$ cat config.mk
export PLATFORM = sky130hd
export DESIGN_NAME = odt_control
export DESIGN_NICKNAME = d
export VERILOG_FILES = /design/src/hw/odt_pkg.sv /design/src/hw/odt_control.sv
export SDC_FILE = /design/constraint.sdc
export NUM_CORES = 1
export LEC_CHECK = 0
export BUFFER_PORTS_ARGS = -buffer_cell sky130_fd_sc_hd__buf_2
export CAP_MARGIN = 15
export CELL_PAD_IN_SITES_DETAIL_PLACEMENT = 1
export CELL_PAD_IN_SITES_GLOBAL_PLACEMENT = 1
export CORE_MARGIN = 1.5
export CORE_UTILIZATION = 47
export DETAILED_ROUTE_END_ITERATION = 6
export GPL_ROUTABILITY_DRIVEN = 0
export PLACE_DENSITY_LB_ADDON = 0.1
export SLEW_MARGIN = 20
export SYNTH_ARGS = -nofsm -noshare
export SYNTH_HDL_FRONTEND = slang
export SYNTH_SLANG_ARGS = --single-unit
export TNS_END_PERCENT = 10
$ cat constraint.sdc
create_clock -name clk_i -period 5.8 [get_ports clk_i]
set_input_delay 0.58 -clock clk_i [delete_from_list [all_inputs] [get_ports clk_i]]
set_output_delay 0.58 -clock clk_i [all_outputs]
set_load 0.05 [all_outputs]
$ cat src/hw/odt_pkg.sv
// Shared constants and types for the termination control block
package odt_pkg;
  // Register byte offsets
  localparam logic [7:0] OFS_MR1    = 8'h00;
  localparam logic [7:0] OFS_MR2    = 8'h04;
  localparam logic [7:0] OFS_MR5    = 8'h08;
  localparam logic [7:0] OFS_LAT    = 8'h0C;
  localparam logic [7:0] OFS_CFG    = 8'h10;
  localparam logic [7:0] OFS_STATUS = 8'h14;
  // Mode register field positions
  localparam int MR1_NOM_LSB  = 8;
  localparam int MR2_WR_LSB   = 9;
  localparam int MR2_DYN_A9   = 9;
  localparam int MR2_DYN_A10  = 10;
  localparam int MR5_PARK_LSB = 6;
  // Latency register byte fields
  localparam int LAT_CWL_LSB = 0;
  localparam int LAT_AL_LSB  = 8;
  localparam int LAT_PL_LSB  = 16;
  localparam int LAT_CL_LSB  = 24;
  // Config register bits
  localparam int CFG_PRE2    = 0;
  localparam int CFG_CRC     = 1;
  localparam int CFG_DLL_OFF = 2;
  localparam int CFG_BC4     = 3;
  // Reset values
  localparam logic [15:0] MR_RST  = 16'h0000;
  localparam logic [31:0] LAT_RST = 32'h0000_0000;
  localparam logic [3:0]  CFG_RST = 4'h0;
  // Depth of the command clock history
  localparam int HIST = 64;
  // Clock rate and asynchronous termination window
  localparam int CLK_MHZ      = 125;
  localparam int AONAS_MIN_NS = 2;
  localparam int AONAS_MAX_NS = 12;
  localparam int AOFAS_MIN_NS = 2;
  localparam int AOFAS_MAX_NS = 12;
  localparam int AON_CYC_I    = (AONAS_MIN_NS * CLK_MHZ + 999) / 1000;
  localparam int AOF_CYC_I    = (AOFAS_MIN_NS * CLK_MHZ + 999) / 1000;
  localparam logic [7:0] AON_CYC = 8'((AON_CYC_I < 1) ? 1 : AON_CYC_I);
  localparam logic [7:0] AOF_CYC = 8'((AOF_CYC_I < 1) ? 1 : AOF_CYC_I);
  // Latency offsets
  localparam logic [9:0] PRE1_SUB = 10'h002;
  localparam logic [9:0] PRE2_SUB = 10'h003;
  localparam logic [7:0] RD_BL8   = 8'h04;
  localparam logic [7:0] RD_BC4   = 8'h02;
  localparam logic [7:0] RD_PRE1  = 8'h02;
  localparam logic [7:0] RD_PRE2  = 8'h03;
  // Write termination length after turn-on
  localparam logic [7:0] CWN4_P1    = 8'h04;
  localparam logic [7:0] CWN8_P1    = 8'h06;
  localparam logic [7:0] CWN_P1_CRC = 8'h07;
  localparam logic [7:0] CWN4_P2    = 8'h05;
  localparam logic [7:0] CWN8_P2    = 8'h07;
  localparam logic [7:0] CWN_P2_CRC = 8'h08;

  typedef enum logic [1:0] {RTT_OFF, RTT_PARK, RTT_NOM, RTT_WR} rtt_mode_t;

  typedef struct packed {
    logic ck;
    logic odt;
    logic wr;
    logic rd;
    logic bc4;
  } pins_t;

  typedef struct packed {
    pins_t            s1;
    pins_t            s2;
    logic             ck_d;
    logic [HIST-1:0]  odt_h;
    logic [HIST-1:0]  wr_h;
    logic [HIST-1:0]  rd_h;
    logic [HIST-1:0]  bc4_h;
    logic [7:0]       wr_rem;
    logic [7:0]       rd_rem;
    logic [7:0]       as_cnt;
    logic             as_odt;
    logic [15:0]      mr1;
    logic [15:0]      mr2;
    logic [15:0]      mr5;
    logic [31:0]      lat;
    logic [3:0]       cfg;
    rtt_mode_t        mode;
    logic [2:0]       code;
    logic             ack;
    logic [31:0]      dat;
  } state_t;
endpackage

$ cat src/hw/odt_control.sv
// On-die termination control with a Wishbone register port
// Functional notes
// - No termination while driving read data
// - MR2 A9 or A10 enables dynamic switching
// - Nominal strength from MR1 bits 10:8
// - Write strength from MR2 bits 11:9
// - Park strength from MR5 bits 8:6
// - ODT pin drives nominal, park when low
// - Any write selects write termination after ODTLcnw
// - Write termination ends per burst length
// - ODTLcnw is WL minus two or three
// - End offsets follow preamble and CRC matrix
// - No dynamic switching with DLL off
// - DLL off: ODT pin direct, no AL/PL
// - Async turn-on within tAONAS window
// - Async turn-off within tAOFAS window
// - Read disables termination at RL minus 2/3
// - ODT latency is CWL+AL+PL minus 2/3
//
// Added by the designer: the Wishbone register port and the address map.
`timescale 1ns/1ps
module odt_control (
  // Clock and reset
  input  wire logic        clk_i,
  input  wire logic        rst_i,
  // Wishbone slave
  input  wire logic        wb_cyc_i,
  input  wire logic        wb_stb_i,
  input  wire logic        wb_we_i,
  input  wire logic [7:0]  wb_adr_i,
  input  wire logic [3:0]  wb_sel_i,
  input  wire logic [31:0] wb_dat_i,
  output logic      [31:0] wb_dat_o,
  output logic             wb_ack_o,
  // Memory controller pins
  input  wire logic        ck_i,
  input  wire logic        odt_i,
  input  wire logic        cmd_wr_i,
  input  wire logic        cmd_rd_i,
  input  wire logic        cmd_bc4_i,
  // Termination result
  output logic      [1:0]  rtt_mode_o,
  output logic      [2:0]  rtt_code_o
);

  odt_pkg::state_t r;
  odt_pkg::state_t n;

  // Latency minus preamble offset, clamped to the history
  function automatic logic [5:0] back(input logic [9:0] lat, input logic pre2);
    logic [9:0] sub;
    logic [9:0] v;
    sub = pre2 ? odt_pkg::PRE2_SUB : odt_pkg::PRE1_SUB;
    v   = (lat > sub) ? lat - sub : 10'h000;
    back = (v > 10'(odt_pkg::HIST - 1)) ? 6'(odt_pkg::HIST - 1) : v[5:0];
  endfunction

  // Write termination length after turn-on, preamble and CRC matrix
  function automatic logic [7:0] cwn(input logic bc4, input logic pre2, input logic crc);
    logic [1:0] k;
    k = {pre2, crc};
    case (k)
      2'b00:
      begin
        if (bc4)
        begin
          cwn = odt_pkg::CWN4_P1;
        end
        else
        begin
          cwn = odt_pkg::CWN8_P1;
        end
      end
      2'b01:
      begin
        cwn = odt_pkg::CWN_P1_CRC;
      end
      2'b10:
      begin
        if (bc4)
        begin
          cwn = odt_pkg::CWN4_P2;
        end
        else
        begin
          cwn = odt_pkg::CWN8_P2;
        end
      end
      default:
      begin
        cwn = odt_pkg::CWN_P2_CRC;
      end
    endcase
  endfunction

  // Read disable length: half burst plus preamble and CRC share
  function automatic logic [7:0] rdlen(input logic bc4, input logic pre2, input logic crc);
    logic [7:0] half;
    logic [7:0] pre;
    if (bc4)
    begin
      half = odt_pkg::RD_BC4;
    end
    else
    begin
      half = odt_pkg::RD_BL8;
    end
    if (pre2)
    begin
      pre = odt_pkg::RD_PRE2;
    end
    else
    begin
      pre = odt_pkg::RD_PRE1;
    end
    rdlen = half + pre + {7'h00, crc};
  endfunction

  // Byte-lane write merge
  function automatic logic [31:0] merge(input logic [31:0] old, input logic [31:0] wd, input logic [3:0] sel);
    merge = old;
    for (int i = 0; i < 4; i++)
    begin
      if (sel[i])
      begin
        merge[i*8 +: 8] = wd[i*8 +: 8];
      end
    end
  endfunction

  // Sum of three latency bytes
  function automatic logic [9:0] sum3(input logic [7:0] a, input logic [7:0] b, input logic [7:0] c);
    sum3 = 10'(a) + 10'(b) + 10'(c);
  endfunction

  logic        tick;
  logic        pre2;
  logic        crc;
  logic        dll_off;
  logic        bc4_now;
  logic        dyn;
  logic [9:0]  wl;
  logic [9:0]  rl;
  logic [5:0]  dodtl;
  logic [5:0]  rodtl;
  logic        nom_on;
  logic [2:0]  nom_code;
  logic [2:0]  wr_code;
  logic [2:0]  park_code;
  logic [7:0]  as_need;
  logic        bus_req;
  logic [31:0] rdata;

  always_comb
  begin
    n = r;
    // Pin synchronisers
    n.s1   = '{ck: ck_i, odt: odt_i, wr: cmd_wr_i, rd: cmd_rd_i, bc4: cmd_bc4_i};
    n.s2   = r.s1;
    n.ck_d = r.s2.ck;
    tick   = r.s2.ck & ~r.ck_d;

    pre2      = r.cfg[odt_pkg::CFG_PRE2];
    crc       = r.cfg[odt_pkg::CFG_CRC];
    dll_off   = r.cfg[odt_pkg::CFG_DLL_OFF];
    bc4_now   = r.cfg[odt_pkg::CFG_BC4] | r.s2.bc4;
    nom_code  = r.mr1[odt_pkg::MR1_NOM_LSB +: 3];
    wr_code   = r.mr2[odt_pkg::MR2_WR_LSB +: 3];
    park_code = r.mr5[odt_pkg::MR5_PARK_LSB +: 3];
    // Dynamic switching, off once MR2 bits A9 and A10 are both clear or DLL is off
    dyn = (r.mr2[odt_pkg::MR2_DYN_A9] | r.mr2[odt_pkg::MR2_DYN_A10])
          & ~dll_off;

    wl = sum3(r.lat[odt_pkg::LAT_CWL_LSB +: 8], r.lat[odt_pkg::LAT_AL_LSB +: 8],
              r.lat[odt_pkg::LAT_PL_LSB +: 8]);
    rl = sum3(r.lat[odt_pkg::LAT_CL_LSB +: 8], r.lat[odt_pkg::LAT_AL_LSB +: 8],
              r.lat[odt_pkg::LAT_PL_LSB +: 8]);
    dodtl = back(wl, pre2);
    rodtl = back(rl, pre2);

    // Command clock timeline
    if (tick)
    begin
      n.odt_h = {r.odt_h[odt_pkg::HIST-2:0], r.s2.odt};
      n.wr_h  = {r.wr_h[odt_pkg::HIST-2:0], r.s2.wr & dyn};
      n.rd_h  = {r.rd_h[odt_pkg::HIST-2:0], r.s2.rd};
      n.bc4_h = {r.bc4_h[odt_pkg::HIST-2:0], bc4_now};
      // Write termination window
      if (n.wr_h[dodtl])
      begin
        n.wr_rem = cwn(n.bc4_h[dodtl], pre2, crc);
      end
      else if (r.wr_rem != 8'h00)
      begin
        n.wr_rem = r.wr_rem - 8'h01;
      end
      // Read disable window
      if (n.rd_h[rodtl])
      begin
        n.rd_rem = rdlen(n.bc4_h[rodtl], pre2, crc);
      end
      else if (r.rd_rem != 8'h00)
      begin
        n.rd_rem = r.rd_rem - 8'h01;
      end
    end

    // Asynchronous mode follows the pin after a fixed settle
    as_need = r.as_odt ? odt_pkg::AOF_CYC : odt_pkg::AON_CYC;
    if (dll_off && (r.s2.odt != r.as_odt))
    begin
      if (r.as_cnt >= as_need - 8'h01)
      begin
        n.as_odt = r.s2.odt;
        n.as_cnt = 8'h00;
      end
      else
      begin
        n.as_cnt = r.as_cnt + 8'h01;
      end
    end
    else
    begin
      n.as_odt = dll_off ? r.as_odt : r.s2.odt;
      n.as_cnt = 8'h00;
    end

    nom_on = dll_off ? r.as_odt : r.odt_h[dodtl];

    // Termination priority: read, write, nominal, park
    if (r.rd_rem != 8'h00)
    begin
      n.mode = odt_pkg::RTT_OFF;
      n.code = 3'h0;
    end
    else if ((r.wr_rem != 8'h00) && (wr_code != 3'h0))
    begin
      n.mode = odt_pkg::RTT_WR;
      n.code = wr_code;
    end
    else if (nom_on && (nom_code != 3'h0))
    begin
      n.mode = odt_pkg::RTT_NOM;
      n.code = nom_code;
    end
    else if (park_code != 3'h0)
    begin
      n.mode = odt_pkg::RTT_PARK;
      n.code = park_code;
    end
    else
    begin
      n.mode = odt_pkg::RTT_OFF;
      n.code = 3'h0;
    end

    // Register read mux
    case (wb_adr_i)
      odt_pkg::OFS_MR1:
      begin
        rdata = {16'h0000, r.mr1};
      end
      odt_pkg::OFS_MR2:
      begin
        rdata = {16'h0000, r.mr2};
      end
      odt_pkg::OFS_MR5:
      begin
        rdata = {16'h0000, r.mr5};
      end
      odt_pkg::OFS_LAT:
      begin
        rdata = r.lat;
      end
      odt_pkg::OFS_CFG:
      begin
        rdata = {28'h000_0000, r.cfg};
      end
      odt_pkg::OFS_STATUS:
      begin
        rdata = {26'h000_0000, (r.wr_rem != 8'h00), (r.rd_rem != 8'h00),
                 nom_on, r.code[0], r.mode};
      end
      default:
      begin
        rdata = 32'h0000_0000;
      end
    endcase

    // Single-cycle Wishbone answer
    bus_req = wb_cyc_i & wb_stb_i & ~r.ack;
    n.ack   = bus_req;
    n.dat   = bus_req ? rdata : 32'h0000_0000;
    if (bus_req && wb_we_i)
    begin
      case (wb_adr_i)
        odt_pkg::OFS_MR1:
        begin
          n.mr1 = 16'(merge({16'h0000, r.mr1}, wb_dat_i, wb_sel_i));
        end
        odt_pkg::OFS_MR2:
        begin
          n.mr2 = 16'(merge({16'h0000, r.mr2}, wb_dat_i, wb_sel_i));
        end
        odt_pkg::OFS_MR5:
        begin
          n.mr5 = 16'(merge({16'h0000, r.mr5}, wb_dat_i, wb_sel_i));
        end
        odt_pkg::OFS_LAT:
        begin
          n.lat = merge(r.lat, wb_dat_i, wb_sel_i);
        end
        odt_pkg::OFS_CFG:
        begin
          n.cfg = 4'(merge({28'h000_0000, r.cfg}, wb_dat_i, wb_sel_i));
        end
        default:
        begin
          n.cfg = r.cfg;
        end
      endcase
    end
  end

  always_ff @(posedge clk_i)
  begin
    if (rst_i)
    begin
      r        <= '0;
      r.mr1    <= odt_pkg::MR_RST;
      r.mr2    <= odt_pkg::MR_RST;
      r.mr5    <= odt_pkg::MR_RST;
      r.lat    <= odt_pkg::LAT_RST;
      r.cfg    <= odt_pkg::CFG_RST;
      r.mode   <= odt_pkg::RTT_OFF;
    end
    else
    begin
      r <= n;
    end
  end

  assign wb_dat_o   = r.dat;
  assign wb_ack_o   = r.ack;
  assign rtt_mode_o = r.mode;
  assign rtt_code_o = r.code;

endmodule

==> results of run 1 <==
[cell type report]
cell class	instances	area [µm²]
Clock buffer	61	1260
Multi-Input combinational cell	1958	11600
Clock inverter	19	378
Sequential cell	403	8070
Inverter	44	165
Antenna cell	1	2.50
Timing Repair Buffer	159	1130
Fill cell	5284	19900
Tap cell	585	732
[path summary, 6_finish.rpt]
check                           endpoint  cells past startpoint  startpoint  slack (ns)
worst max-delay path              r[146]                     20       r[51]        0.19
worst min-delay path              n[408]                      2        ck_i        0.20
worst max register to register    r[146]                     20       r[51]        0.19
worst min register to register    r[407]                      1      n[407]        0.45
[logic make-up after synthesis]
| group | Yosys count | synth area share |
|---|---|---|
| simple gates | 1088 | 0.230 |
| fa+ha+maj | 42 | 0.0321 |
| mux | 103 | 0.0604 |
| xor+xnor | 17 | 0.00796 |
| compound gates | 708 | 0.221 |
| buf+inv | 256 | 0.0562 |
| flops | 403 | 0.392 |
[routing by layer]
layer	global-route usage	wire length, µm	vias to the layer above
li1	-	-	9158
met1	0.394	30400	9672
met2	0.502	32500	572
met3	0.0335	3460	129
met4	0.102	2020	0
met5	0	0	-
[registers in the layout (all words and copies together) (netlist names), 2 cells and up]
| signal | flops |
|---|---|
| n | 6 |
| nom_code | 3 |
| park_code | 3 |
| r | 350 |
| rtt_code_o | 3 |
| rtt_mode_o | 2 |
| wb_dat_o | 32 |
[power breakdown]
part	switching, mW	internal (mW)
clock network	1.19	2.00
registers	0.00984	2.78
logic	0.197	0.0677
total	1.40	4.85
[critical path, stage by stage, from the launching register on]
cell and delay, ns:
dfxtp_1 0.40, inv_1 0.08, fa_1 0.46, inv_1 0.07
ha_1 0.18, inv_1 0.07, fa_1 0.44, nand2b_1 0.21
a21oi_2 0.24, xnor2_1 0.27, a311oi_2 0.25, a311o_1 0.46
buf_4 0.22, a211oi_2 0.36, nor3b_1 0.10, a2111oi_1 0.45
o32a_1 0.31, o2111ai_2 0.26, o31a_1 0.39, a21bo_1 0.21
a21oi_1 0.12
[placed cells by master (no fill, tap or decap), types with 8 or more instances in the layout]
| cell type | netlist | layout |
|---|---|---|
| a211o_1 | 12 | 12 |
| a211oi_1 | 27 | 27 |
| a21o_1 | 19 | 19 |
| a21oi_1 | 353 | 350 |
| a221oi_1 | 24 | 24 |
| a22oi_1 | 25 | 25 |
| a311oi_1 | 12 | 10 |
| a31oi_1 | 26 | 25 |
| and2_1 | 30 | 30 |
| and3_1 | 29 | 29 |
| buf_12 | 0 | 9 |
| buf_2 | 19 | 90 |
| buf_4 | 46 | 56 |
| bufinv_16 | 0 | 11 |
| clkbuf_1 | 140 | 9 |
| clkbuf_16 | 0 | 47 |
| dfxtp_1 | 403 | 403 |
| fa_1 | 18 | 17 |
| ha_1 | 24 | 24 |
| inv_1 | 44 | 44 |
| mux2i_1 | 79 | 79 |
| mux4_2 | 16 | 16 |
| nand2_1 | 686 | 686 |
| nand2b_1 | 12 | 11 |
| nand3_1 | 72 | 72 |
| nor2_1 | 130 | 128 |
| nor2b_1 | 28 | 27 |
| nor3_1 | 34 | 32 |
| o211ai_1 | 13 | 13 |
| o21a_1 | 12 | 12 |
| o21ai_0 | 47 | 45 |
| o21ai_1 | 11 | 12 |
| o22ai_1 | 11 | 11 |
| o31ai_1 | 9 | 8 |
| or3_1 | 11 | 10 |
| xnor2_1 | 11 | 11 |
[metrics by stage]
stage	cell area [µm²]	total power, mW	hold slack, ns	setup slack, ns
after global routing	23300	6.42	0.207	-0.0511
after CTS	23000	6.30	0.183	0.0138
after global placement	21400	3.11	0.432	0.0869
after detailed placement	21400	3.11	0.433	-0.0531
after floorplan	20600	3.02	0.414	0.525
final	23300	6.25	0.204	0.186
[timing repair]
action,in CTS,in global routing
pin swaps,0,9
gates resized for setup,4,27
cloned,0,2
hold buffers,0,0
setup buffers,0,14
endpoints found under the setup margin,7,20
==> summary.txt, run 1 <==
Status
  • Status: complete, no violations

Floorplanning
  • Die Y-Extent: ~210 µm
  • IO Pins: 92
  • Core ar.: ~43000 µm²
  • Initial core utilization: 0.477
  • Die Area: 45100 µm²
  • Row Count: 76
  • Die Wd: between 200 and 250 µm

Clocking
  • TritonCTS Buffers: 44
  • CTS Sinks: between 400 and 500
  • CTS tree: done
  • Buffers from clock root to sink, at most: 3
  • Reg clk slew, reported paths: around 0.060 ns
  • CTS H-Tree Depth: 2
  • Clock latency on the worst-skew pair: 0.59 ns
  • Root buf cell: clkbuf_16

Synthesis
  • Synth Flop Type: dfxtp_1
  • Yosys warns: 0
  • Synth area leader: dfxtp_1
  • Syn Inst Count: 2617
  • Mapped Nets: 2713
  • Synth Cell Area: 20600 µm²
  • Async set or reset register ratio after synthesis: 0
  • Mapped Avg Cell Area: slightly below 8 µm²
  • EDFF count, synth: 0
  • Count leader, synth: nand2_1
  • Top cells by area, synth: dfxtp_1, nand2_1, a21oi_1
  • Seq cells post-synth: slightly above 400
  • Yosys top cell area share: 0.392
  • Synth top cells by count: nand2_1, dfxtp_1, a21oi_1, clkbuf_1, nor2_1
  • Sequential fraction of the synthesis area: 0.392
  • Post-synth cell types: 99

Route
  • Drt pass-1 iters: 5
  • Vias/cell: 6.05
  • Routed len/inst: 21.2 µm
  • Post-route antenna net violation count: 0
  • DR iter-0 viols: roughly 1400
  • Routed wire length: 68400 µm
  • Via Count: just under 20000
  • Residual DRC: 0

Worst setup path
  • Worst Setup Path Type: flop to flop
  • CP Capture Type: flop
  • Worst path arrival time: 6.14 ns
  • Data required, critical path: 6.32 ns
  • Worst-path fanout max: 9
  • CP startpoint kind: flop

Global route
  • Grt total ovfl: 0
  • Number of global-route vias before repair: 19494
  • GRT Util Overall: 0.297
  • Initial antenna violation count: 0
  • Largest net degree at the start of global routing: 170
  • First-pass GRT wire length: approximately 110000 µm

Timing
  • FMAX: between 150 and 200 MHz
  • Hold Fails Final Rpt: 0
  • Clock Skews: 0.0169 ns
  • Final setup viols: 0
  • Min Clock Period, post-route: between 5 and 6 ns
  • Final slew viol count: 0
  • Rel. slew slack: 0.390
  • Final Cycle Share: 0.968
  • Post-route setup TNS: 0 ns
  • Least-Margin Pin Slew: about 0.9 ns

Hold path
  • Hold Crit Class: primary input to flop

Run
  • Max-Cap Viols: 0

Placement
  • I/O Buffers: about 90
  • Dpl hpwl: between 40000 and 50000 µm
  • Post-placement cell count: 3133

Power and ir drop
  • Pwr Density: 268 nW/µm²
  • Worst vdd ir: 259 µV
  • Pleak: between 8 and 9 nW

Cells and area
  • Nets: ~2700
  • Layout cell share with drive strength beyond 1: 0.119
  • Non-Filler Instances: between 3000 and 4000
  • Final Util: 0.540
  • Area growth from synthesis to layout: 13.2%
Note: power is estimated with default switching activity, not from simulation.
==> run 2, diff against run 1 <==
--- a/config.mk
+++ b/config.mk
@@ -9,6 +9,7 @@
 export CAP_MARGIN = 15
 export CELL_PAD_IN_SITES_DETAIL_PLACEMENT = 1
 export CELL_PAD_IN_SITES_GLOBAL_PLACEMENT = 1
+export CORE_ASPECT_RATIO = 0.5
 export CORE_MARGIN = 1.5
 export CORE_UTILIZATION = 47
 export DETAILED_ROUTE_END_ITERATION = 6
==> run 2 against run 1 <==
Net effect: final cell count shrank 0.68%; die area grew 0.17%; non-clock buffer count grew 3; register-to-register slack gained 0.02 ns; sequential cell count is the same; fmax grew 0.32%; wire length is essentially flat; clock-buffer cell count shrank 10; clock skew grew 0.0078 ns; via count shrank 0.59%; sequential power is essentially flat; power shrank 9.3%; critical endpoint is now rtt_code_o[1]; largest cell class unchanged.
==> summary.txt, run 2 (synthesis gave the netlist of run 1 again) <==
Status
  • Status: complete, no violations (unchanged)

Clocking
  • Reg clk slew, reported paths: 0.07 ns (was 0.06 ns)
  • CTS tree: done (unchanged)
  • CTS Sinks: 403 (unchanged)
  • Clock latency on the worst-skew pair: 0.56 ns (was 0.59 ns)
  • Root buf cell: clkbuf_16 (unchanged)
  • TritonCTS Buffers: 38 (was 44)
  • Buffers from clock root to sink, at most: 3 (unchanged)
  • CTS H-Tree Depth: 2 (unchanged)

Global route
  • Met3 Track Usage GR: 0.0501 (was 0.0335)
  • Grt total ovfl: 0 (unchanged)
  • Grt met1 use: 0.425 (was 0.394)
  • Largest net degree at the start of global routing: 207 (was 170)
  • First-pass GRT wire length: 107000 µm (about the same)
  • Met2 Usage GRT: 0.466 (was 0.502)
  • Initial antenna violation count: 0 (unchanged)
  • Global routing's busiest layer: met2 (unchanged)
  • GRT Util Overall: 0.297 (about the same)
  • Number of global-route vias before repair: 18771 (was 19494)

Route
  • Residual DRC: 0 (unchanged)
  • Vias/cell: 6.05 (about the same)
  • Routed len/inst: 21.3 µm (was 21.2 µm)
  • Drt pass-1 iters: 5 (unchanged)
  • Via Count: 19416 (was 19531)
  • Post-route antenna net violation count: 0 (unchanged)
  • DR iter-0 viols: 1599 (was 1440)
  • Routed wire length: 68300 µm (was 68400 µm)

Worst setup path
  • Worst path arrival time: 6.09 ns (was 6.14 ns)
  • CP startpoint kind: flop (unchanged)
  • Data required, critical path: 6.29 ns (was 6.32 ns)
  • Worst Setup Path Type: flop to flop (unchanged)
  • Worst-path fanout max: 15 (was 9)
  • CP Capture Type: flop (unchanged)

Timing
  • Min Clock Period, post-route: 5.60 ns (was 5.61 ns)
  • Final slew viol count: 0 (unchanged)
  • Least-Margin Pin Slew: 1.07 ns (was 0.916 ns)
  • Rel. slew slack: 0.286 (was 0.390)
  • FMAX: 179 MHz (was 178 MHz)
  • Final Cycle Share: 0.965 (was 0.968)
  • Final setup viols: 0 (unchanged)
  • Clock Skews: 0.0248 ns (was 0.0169 ns)
  • Hold Fails Final Rpt: 0 (unchanged)
  • Final Worst Setup Slack: 0.203 ns (was 0.186 ns)
  • WHS: 0.244 ns (was 0.204 ns)

Cells and area
  • Non-Filler Instances: 3208 (was 3230)
  • Layout cell share with drive strength beyond 1: 0.116 (was 0.119)
  • ANT cells: 0 (was 1)
  • Commonest non-fill, non-tap cells in the layout: nand2_1, dfxtp_1, a21oi_1 (unchanged)
  • Reg with most FFs: r (unchanged)
  • Nets: 2703 (was 2706)
  • Commonest non-fill, non-tap cell in the layout: nand2_1 (unchanged)
  • Final Util: 0.538 (was 0.540)
  • Area growth from synthesis to layout: 11.2% (was 13.2%)
  • Max reg flops: 350 (unchanged)

Power and ir drop
  • Switch Pwr: 1.35 mW (was 1.40 mW)
  • Pleak: 8.33 nW (was 8.52 nW)
  • Sw Ratio: 0.238 (was 0.224)
  • Pwr Density: 248 nW/µm² (was 268 nW/µm²)
  • Cell internal pwr: 4.32 mW (was 4.85 mW)
  • Clock power frac: 0.463 (was 0.511)
  • Combinational fraction of design power: 0.045 (was 0.042)
  • Worst vdd ir: 211 µV (was 259 µV)
  • Sequential power share: 0.492 (was 0.446)

Placement
  • I/O Buffers: 91 (unchanged)
  • Setup WS pre-CTS: -0.0228 ns (was -0.0531 ns)
  • Post-placement cell count: 3141 (was 3133)
  • Dpl hpwl: 47500 µm (was 46200 µm)

Floorplanning
  • Die Area: 45200 µm² (was 45100 µm²)
  • Core ar.: 42600 µm² (was 43200 µm²)
  • Die Wd: 299 µm (was 212 µm)
  • IO Pins: 92 (unchanged)
  • Die Y-Extent: 151 µm (was 212 µm)
  • Initial core utilization: 0.484 (was 0.477)
  • Row Count: 53 (was 76)

Run
  • Max-Cap Viols: 0 (unchanged)

Hold path
  • Hold Crit Class: primary input to flop (unchanged)
-- run 2: final timing paths --
check                              start             to  slack (ns)  depth (start not counted)
worst max-delay path               r[51]  rtt_code_o[1]        0.20                         22
worst min-delay path            cmd_rd_i         n[405]        0.24                          2
worst max register to register     r[51]  rtt_code_o[1]        0.20                         22
worst min register to register    n[406]         r[406]        0.44                          1
-- run 2: stage by stage --
stage / cell area (µm²) / total power [mW] / TNS [ns]
final: 22900 / 5.67 / 0
after global routing: 22900 / 5.85 / -0.00836
after CTS: 22700 / 5.72 / 0
after detailed placement: 21400 / 3.10 / -0.0228
after global placement: 21400 / 3.10 / 0
after floorplan: 20600 / 3.02 / 0
-- run 2: cell type report --
cell class | instances | area, µm²
Sequential cell | 403 | 8070
Fill cell | 5243 | 19700
Timing Repair Buffer | 162 | 1090
Tap cell | 577 | 722
Clock inverter | 13 | 191
Multi-Input combinational cell | 1958 | 11600
Inverter | 44 | 165
Clock buffer | 51 | 1070
-- run 2: critical path: stages (launching register included) --
cell and delay [ns]:
dfxtp_1 0.41, inv_1 0.10, fa_1 0.46, inv_1 0.07
ha_1 0.24, inv_1 0.09, fa_1 0.45, xor2_1 0.24
nand2_1 0.23, a21oi_2 0.22, o211ai_1 0.17, or3_1 0.43
buf_4 0.23, a311o_1 0.42, buf_4 0.23, a221oi_1 0.32
a311oi_1 0.10, a211oi_2 0.29, nor4_4 0.08, buf_4 0.19
a31oi_4 0.25, o211ai_1 0.12, a21oi_1 0.18
-- run 2: power groups by stage --
stage          Clock [mW]  Sequential (mW)  Combinational (mW)
6_report             2.63             2.79               0.255
3_5_place_dp            0             2.85               0.253
3_3_place_gp            0             2.85               0.251
4_1_cts              2.68             2.79               0.254
5_1_grt              2.78             2.79               0.282
2_1_floorplan           0             2.85               0.173
-- run 2: layer usage --
metal	vias to the layer above	wire (µm)
met2	542	30400
met1	9662	32100
met4	0	1420
li1	9116	-
met5	-	0
met3	96	4390
-- run 2: repair_timing --
item,in CTS,in global routing
buffers inserted,0,3
endpoints found under the setup margin,3,16
hold buffers,0,0
resized for setup,1,33
pin swaps,0,5
==> run 3, diff against run 2 <==
--- a/config.mk
+++ b/config.mk
@@ -13,8 +13,8 @@
 export CORE_MARGIN = 1.5
 export CORE_UTILIZATION = 47
 export DETAILED_ROUTE_END_ITERATION = 6
-export GPL_ROUTABILITY_DRIVEN = 0
 export PLACE_DENSITY_LB_ADDON = 0.1
+export REMOVE_ABC_BUFFERS = 1
 export SLEW_MARGIN = 20
 export SYNTH_ARGS = -nofsm -noshare
 export SYNTH_HDL_FRONTEND = slang
==> run 3 against run 2 <==
Net effect: global-route usage increased by 0.60 points; sequential power about the same; final cell count increased by 0.62%; clock skew decreased by 0.0087 ns; non-clock buffer count increased by 15; worst setup slack improved by 0.028 ns; clock-buffer cell count decreased by 3; sequential share of layout area decreased by 0.17 points; design area increased by 0.49%; first-iteration DRC count decreased by 13%; critical path type unchanged; critical endpoint is now r[140].
==> summary.txt, run 3 (synthesis gave the netlist of run 1 again) <==
Status
  • Status: complete, no violations (unchanged)

Cells and area
  • Layout filler cell count: 5241 (was 5243)
  • Nets: 2719 (was 2703)
  • ANT cells: 0 (unchanged)
  • Reg with most FFs: r (unchanged)
  • Non-Filler Instances: 3228 (was 3208)
  • Commonest non-fill, non-tap cell in the layout: nand2_1 (unchanged)
  • Final Cell Area: 23000 µm² (was 22900 µm²)
  • Max reg flops: 350 (unchanged)
  • Commonest non-fill, non-tap cells in the layout: nand2_1, dfxtp_1, a21oi_1 (unchanged)
  • Area growth from synthesis to layout: 11.7% (was 11.2%)
  • Final Util: 0.541 (was 0.538)
  • Layout cell share with drive strength beyond 1: 0.124 (was 0.116)

Power and ir drop
  • Power Total: 5.68 mW (was 5.67 mW)
  • Pwr Density: 247 nW/µm² (was 248 nW/µm²)
  • Worst vdd ir: 205 µV (was 211 µV)
  • Pleak: 8.43 nW (was 8.33 nW)

Global route
  • GRT Util Overall: 0.303 (was 0.297)
  • Largest net degree at the start of global routing: 225 (was 207)
  • Number of global-route vias before repair: 19160 (was 18771)
  • Initial antenna violation count: 1 (was 0)
  • Grt total ovfl: 0 (unchanged)
  • First-pass GRT wire length: 109000 µm (was 107000 µm)

Route
  • Routed len/inst: 21.8 µm (was 21.3 µm)
  • Via Count: 19538 (was 19416)
  • Topmost layer with routed signal wires: met5 (was met4)
  • Wire length on met2: 30800 µm (was 30400 µm)
  • Post-route antenna net violation count: 0 (unchanged)
  • DR iter-0 viols: 1391 (was 1599)
  • M1 WL: 33300 µm (was 32100 µm)
  • Drt pass-1 iters: 6 (was 5)
  • WL met3: 4800 µm (was 4390 µm)
  • Residual DRC: 0 (unchanged)
  • Routed wire length: 70400 µm (was 68300 µm)
  • Vias/cell: 6.05 (about the same)

Floorplanning
  • Die Area: 45200 µm² (unchanged)
  • IO Pins: 92 (unchanged)
  • Die Wd: 299 µm (unchanged)
  • Core ar.: 42600 µm² (unchanged)
  • Row Count: 53 (unchanged)
  • Initial core utilization: 0.484 (unchanged)
  • Die Y-Extent: 151 µm (unchanged)

Timing
  • RSZ-0062 raised after global routing: yes
  • Post-route setup TNS: 0 ns (unchanged)
  • Least-Margin Pin Slew: 1.12 ns (was 1.07 ns)
  • Hold Fails Final Rpt: 0 (unchanged)
  • Clock Skews: 0.0161 ns (was 0.0248 ns)
  • Final slew viol count: 0 (unchanged)
  • Final Cycle Share: 0.960 (was 0.965)
  • Min Clock Period, post-route: 5.57 ns (was 5.60 ns)
  • Rel. slew slack: 0.252 (was 0.286)
  • Final Worst Setup Slack: 0.231 ns (was 0.203 ns)
  • WHS: 0.223 ns (was 0.244 ns)
  • Final setup viols: 0 (unchanged)
  • FMAX: 180 MHz (was 179 MHz)

Clocking
  • CTS tree: done (unchanged)
  • CTS H-Tree Depth: 2 (unchanged)
  • TritonCTS Buffers: 39 (was 38)
  • Buffers from clock root to sink, at most: 3 (unchanged)
  • Reg clk slew, reported paths: 0.07 ns (about the same)
  • Clock latency on the worst-skew pair: 0.56 ns (about the same)
  • CTS Sinks: 403 (unchanged)
  • CTS Hold Bufs: 0 (unchanged)
  • Root buf cell: clkbuf_16 (unchanged)

Worst setup path
  • Worst Setup Path Type: flop to flop (unchanged)
  • Max incr delay on CP: 0.49 ns (was 0.46 ns)
  • CP startpoint kind: flop (unchanged)
  • Worst path arrival time: 5.98 ns (was 6.09 ns)
  • Worst path buffer plus inverter count: 4 (was 6)
  • CP Capture Type: flop (unchanged)
  • Most frequent cell on the critical path: inv_1
  • Data required, critical path: 6.22 ns (was 6.29 ns)
  • Worst path slowest cell: fa_1 (unchanged)
  • Delay-heaviest family, CP: compound AO/OA/AOI/OAI gates (unchanged)
  • Worst-path cell chain: inv_1, fa_1, inv_1, ha_1, inv_1, fa_1, nand2b_1, a21oi_2, xnor2_2, o211ai_1, or3_1, buf_4, o211ai_1, nor2_1, a2111oi_1, o32a_1, o2111ai_2, or2_1, o311ai_2, o311ai_1 (was inv_1, fa_1, inv_1, ha_1, inv_1, fa_1, xor2_1, nand2_1, a21oi_2, o211ai_1, or3_1, buf_4, a311o_1, buf_4, a221oi_1, a311oi_1, a211oi_2, nor4_4, buf_4, a31oi_4, o211ai_1, a21oi_1)
  • Worst-path fanout max: 5 (was 15)

Placement
  • Dpl hpwl: 48900 µm (was 47500 µm)
  • Post-placement cell count: 3151 (was 3141)
  • Placer Congestion: approximately 0.94
  • Placement Cell Area: 21500 µm² (was 21400 µm²)
  • Setup WS pre-CTS: -0.122 ns (was -0.0228 ns)
  • I/O Buffers: 91 (unchanged)

Hold path
  • Hold Crit Class: primary input to flop (unchanged)

Run
  • Max-Cap Viols: 0 (unchanged)
==> run 3: cell count changes in the layout (fill, tap and decap cells not counted), sizes merged <==
cell and delta:
buf +14, bufinv -1, clkbuf -2, clkinv +12, clkinvlp -2, inv -1
==> run 3: worst paths after layout <==
kind	slack [ns]	from	endpoint	cells past startpoint
worst max-delay path	0.23	r[43]	r[140]	20
worst min-delay path	0.22	cmd_wr_i	n[406]	2
worst max register to register	0.23	r[43]	r[140]	20
worst min register to register	0.44	n[404]	r[404]	1
==> run 3: metal layers <==
metal  global-route usage  up-vias
met2                0.469      598
met5                    0        -
met4               0.0778        2
met1                0.433     9669
li1                     -     9152
met3               0.0577      117
==> run 3: report_power, final <==
group          internal, mW  leakage (nW)  switching (mW)
clock                  1.45         0.645            1.18
combinational        0.0688          4.54           0.195
sequential             2.78          3.25          0.0102
total                  4.30          8.43            1.38
==> run 3: final cells by class <==
class	count	area (µm²)	area share
Clock buffer	48	1060	0.0461
Sequential cell	403	8070	0.351
Multi-Input combinational cell	1958	11600	0.503
Clock inverter	21	231	0.0101
Inverter	44	165	0.00718
Tap cell	577	722	0.0314
Timing Repair Buffer	177	1190	0.0519
==> run 3: repair_timing <==
| action | CTS | global route |
|---|---|---|
| gates resized for setup | 1 | 29 |
| pin swaps | 1 | 7 |
| gates cloned | 0 | 1 |
| setup buffers | 1 | 6 |
| setup endpoints to repair | 1 | 22 |
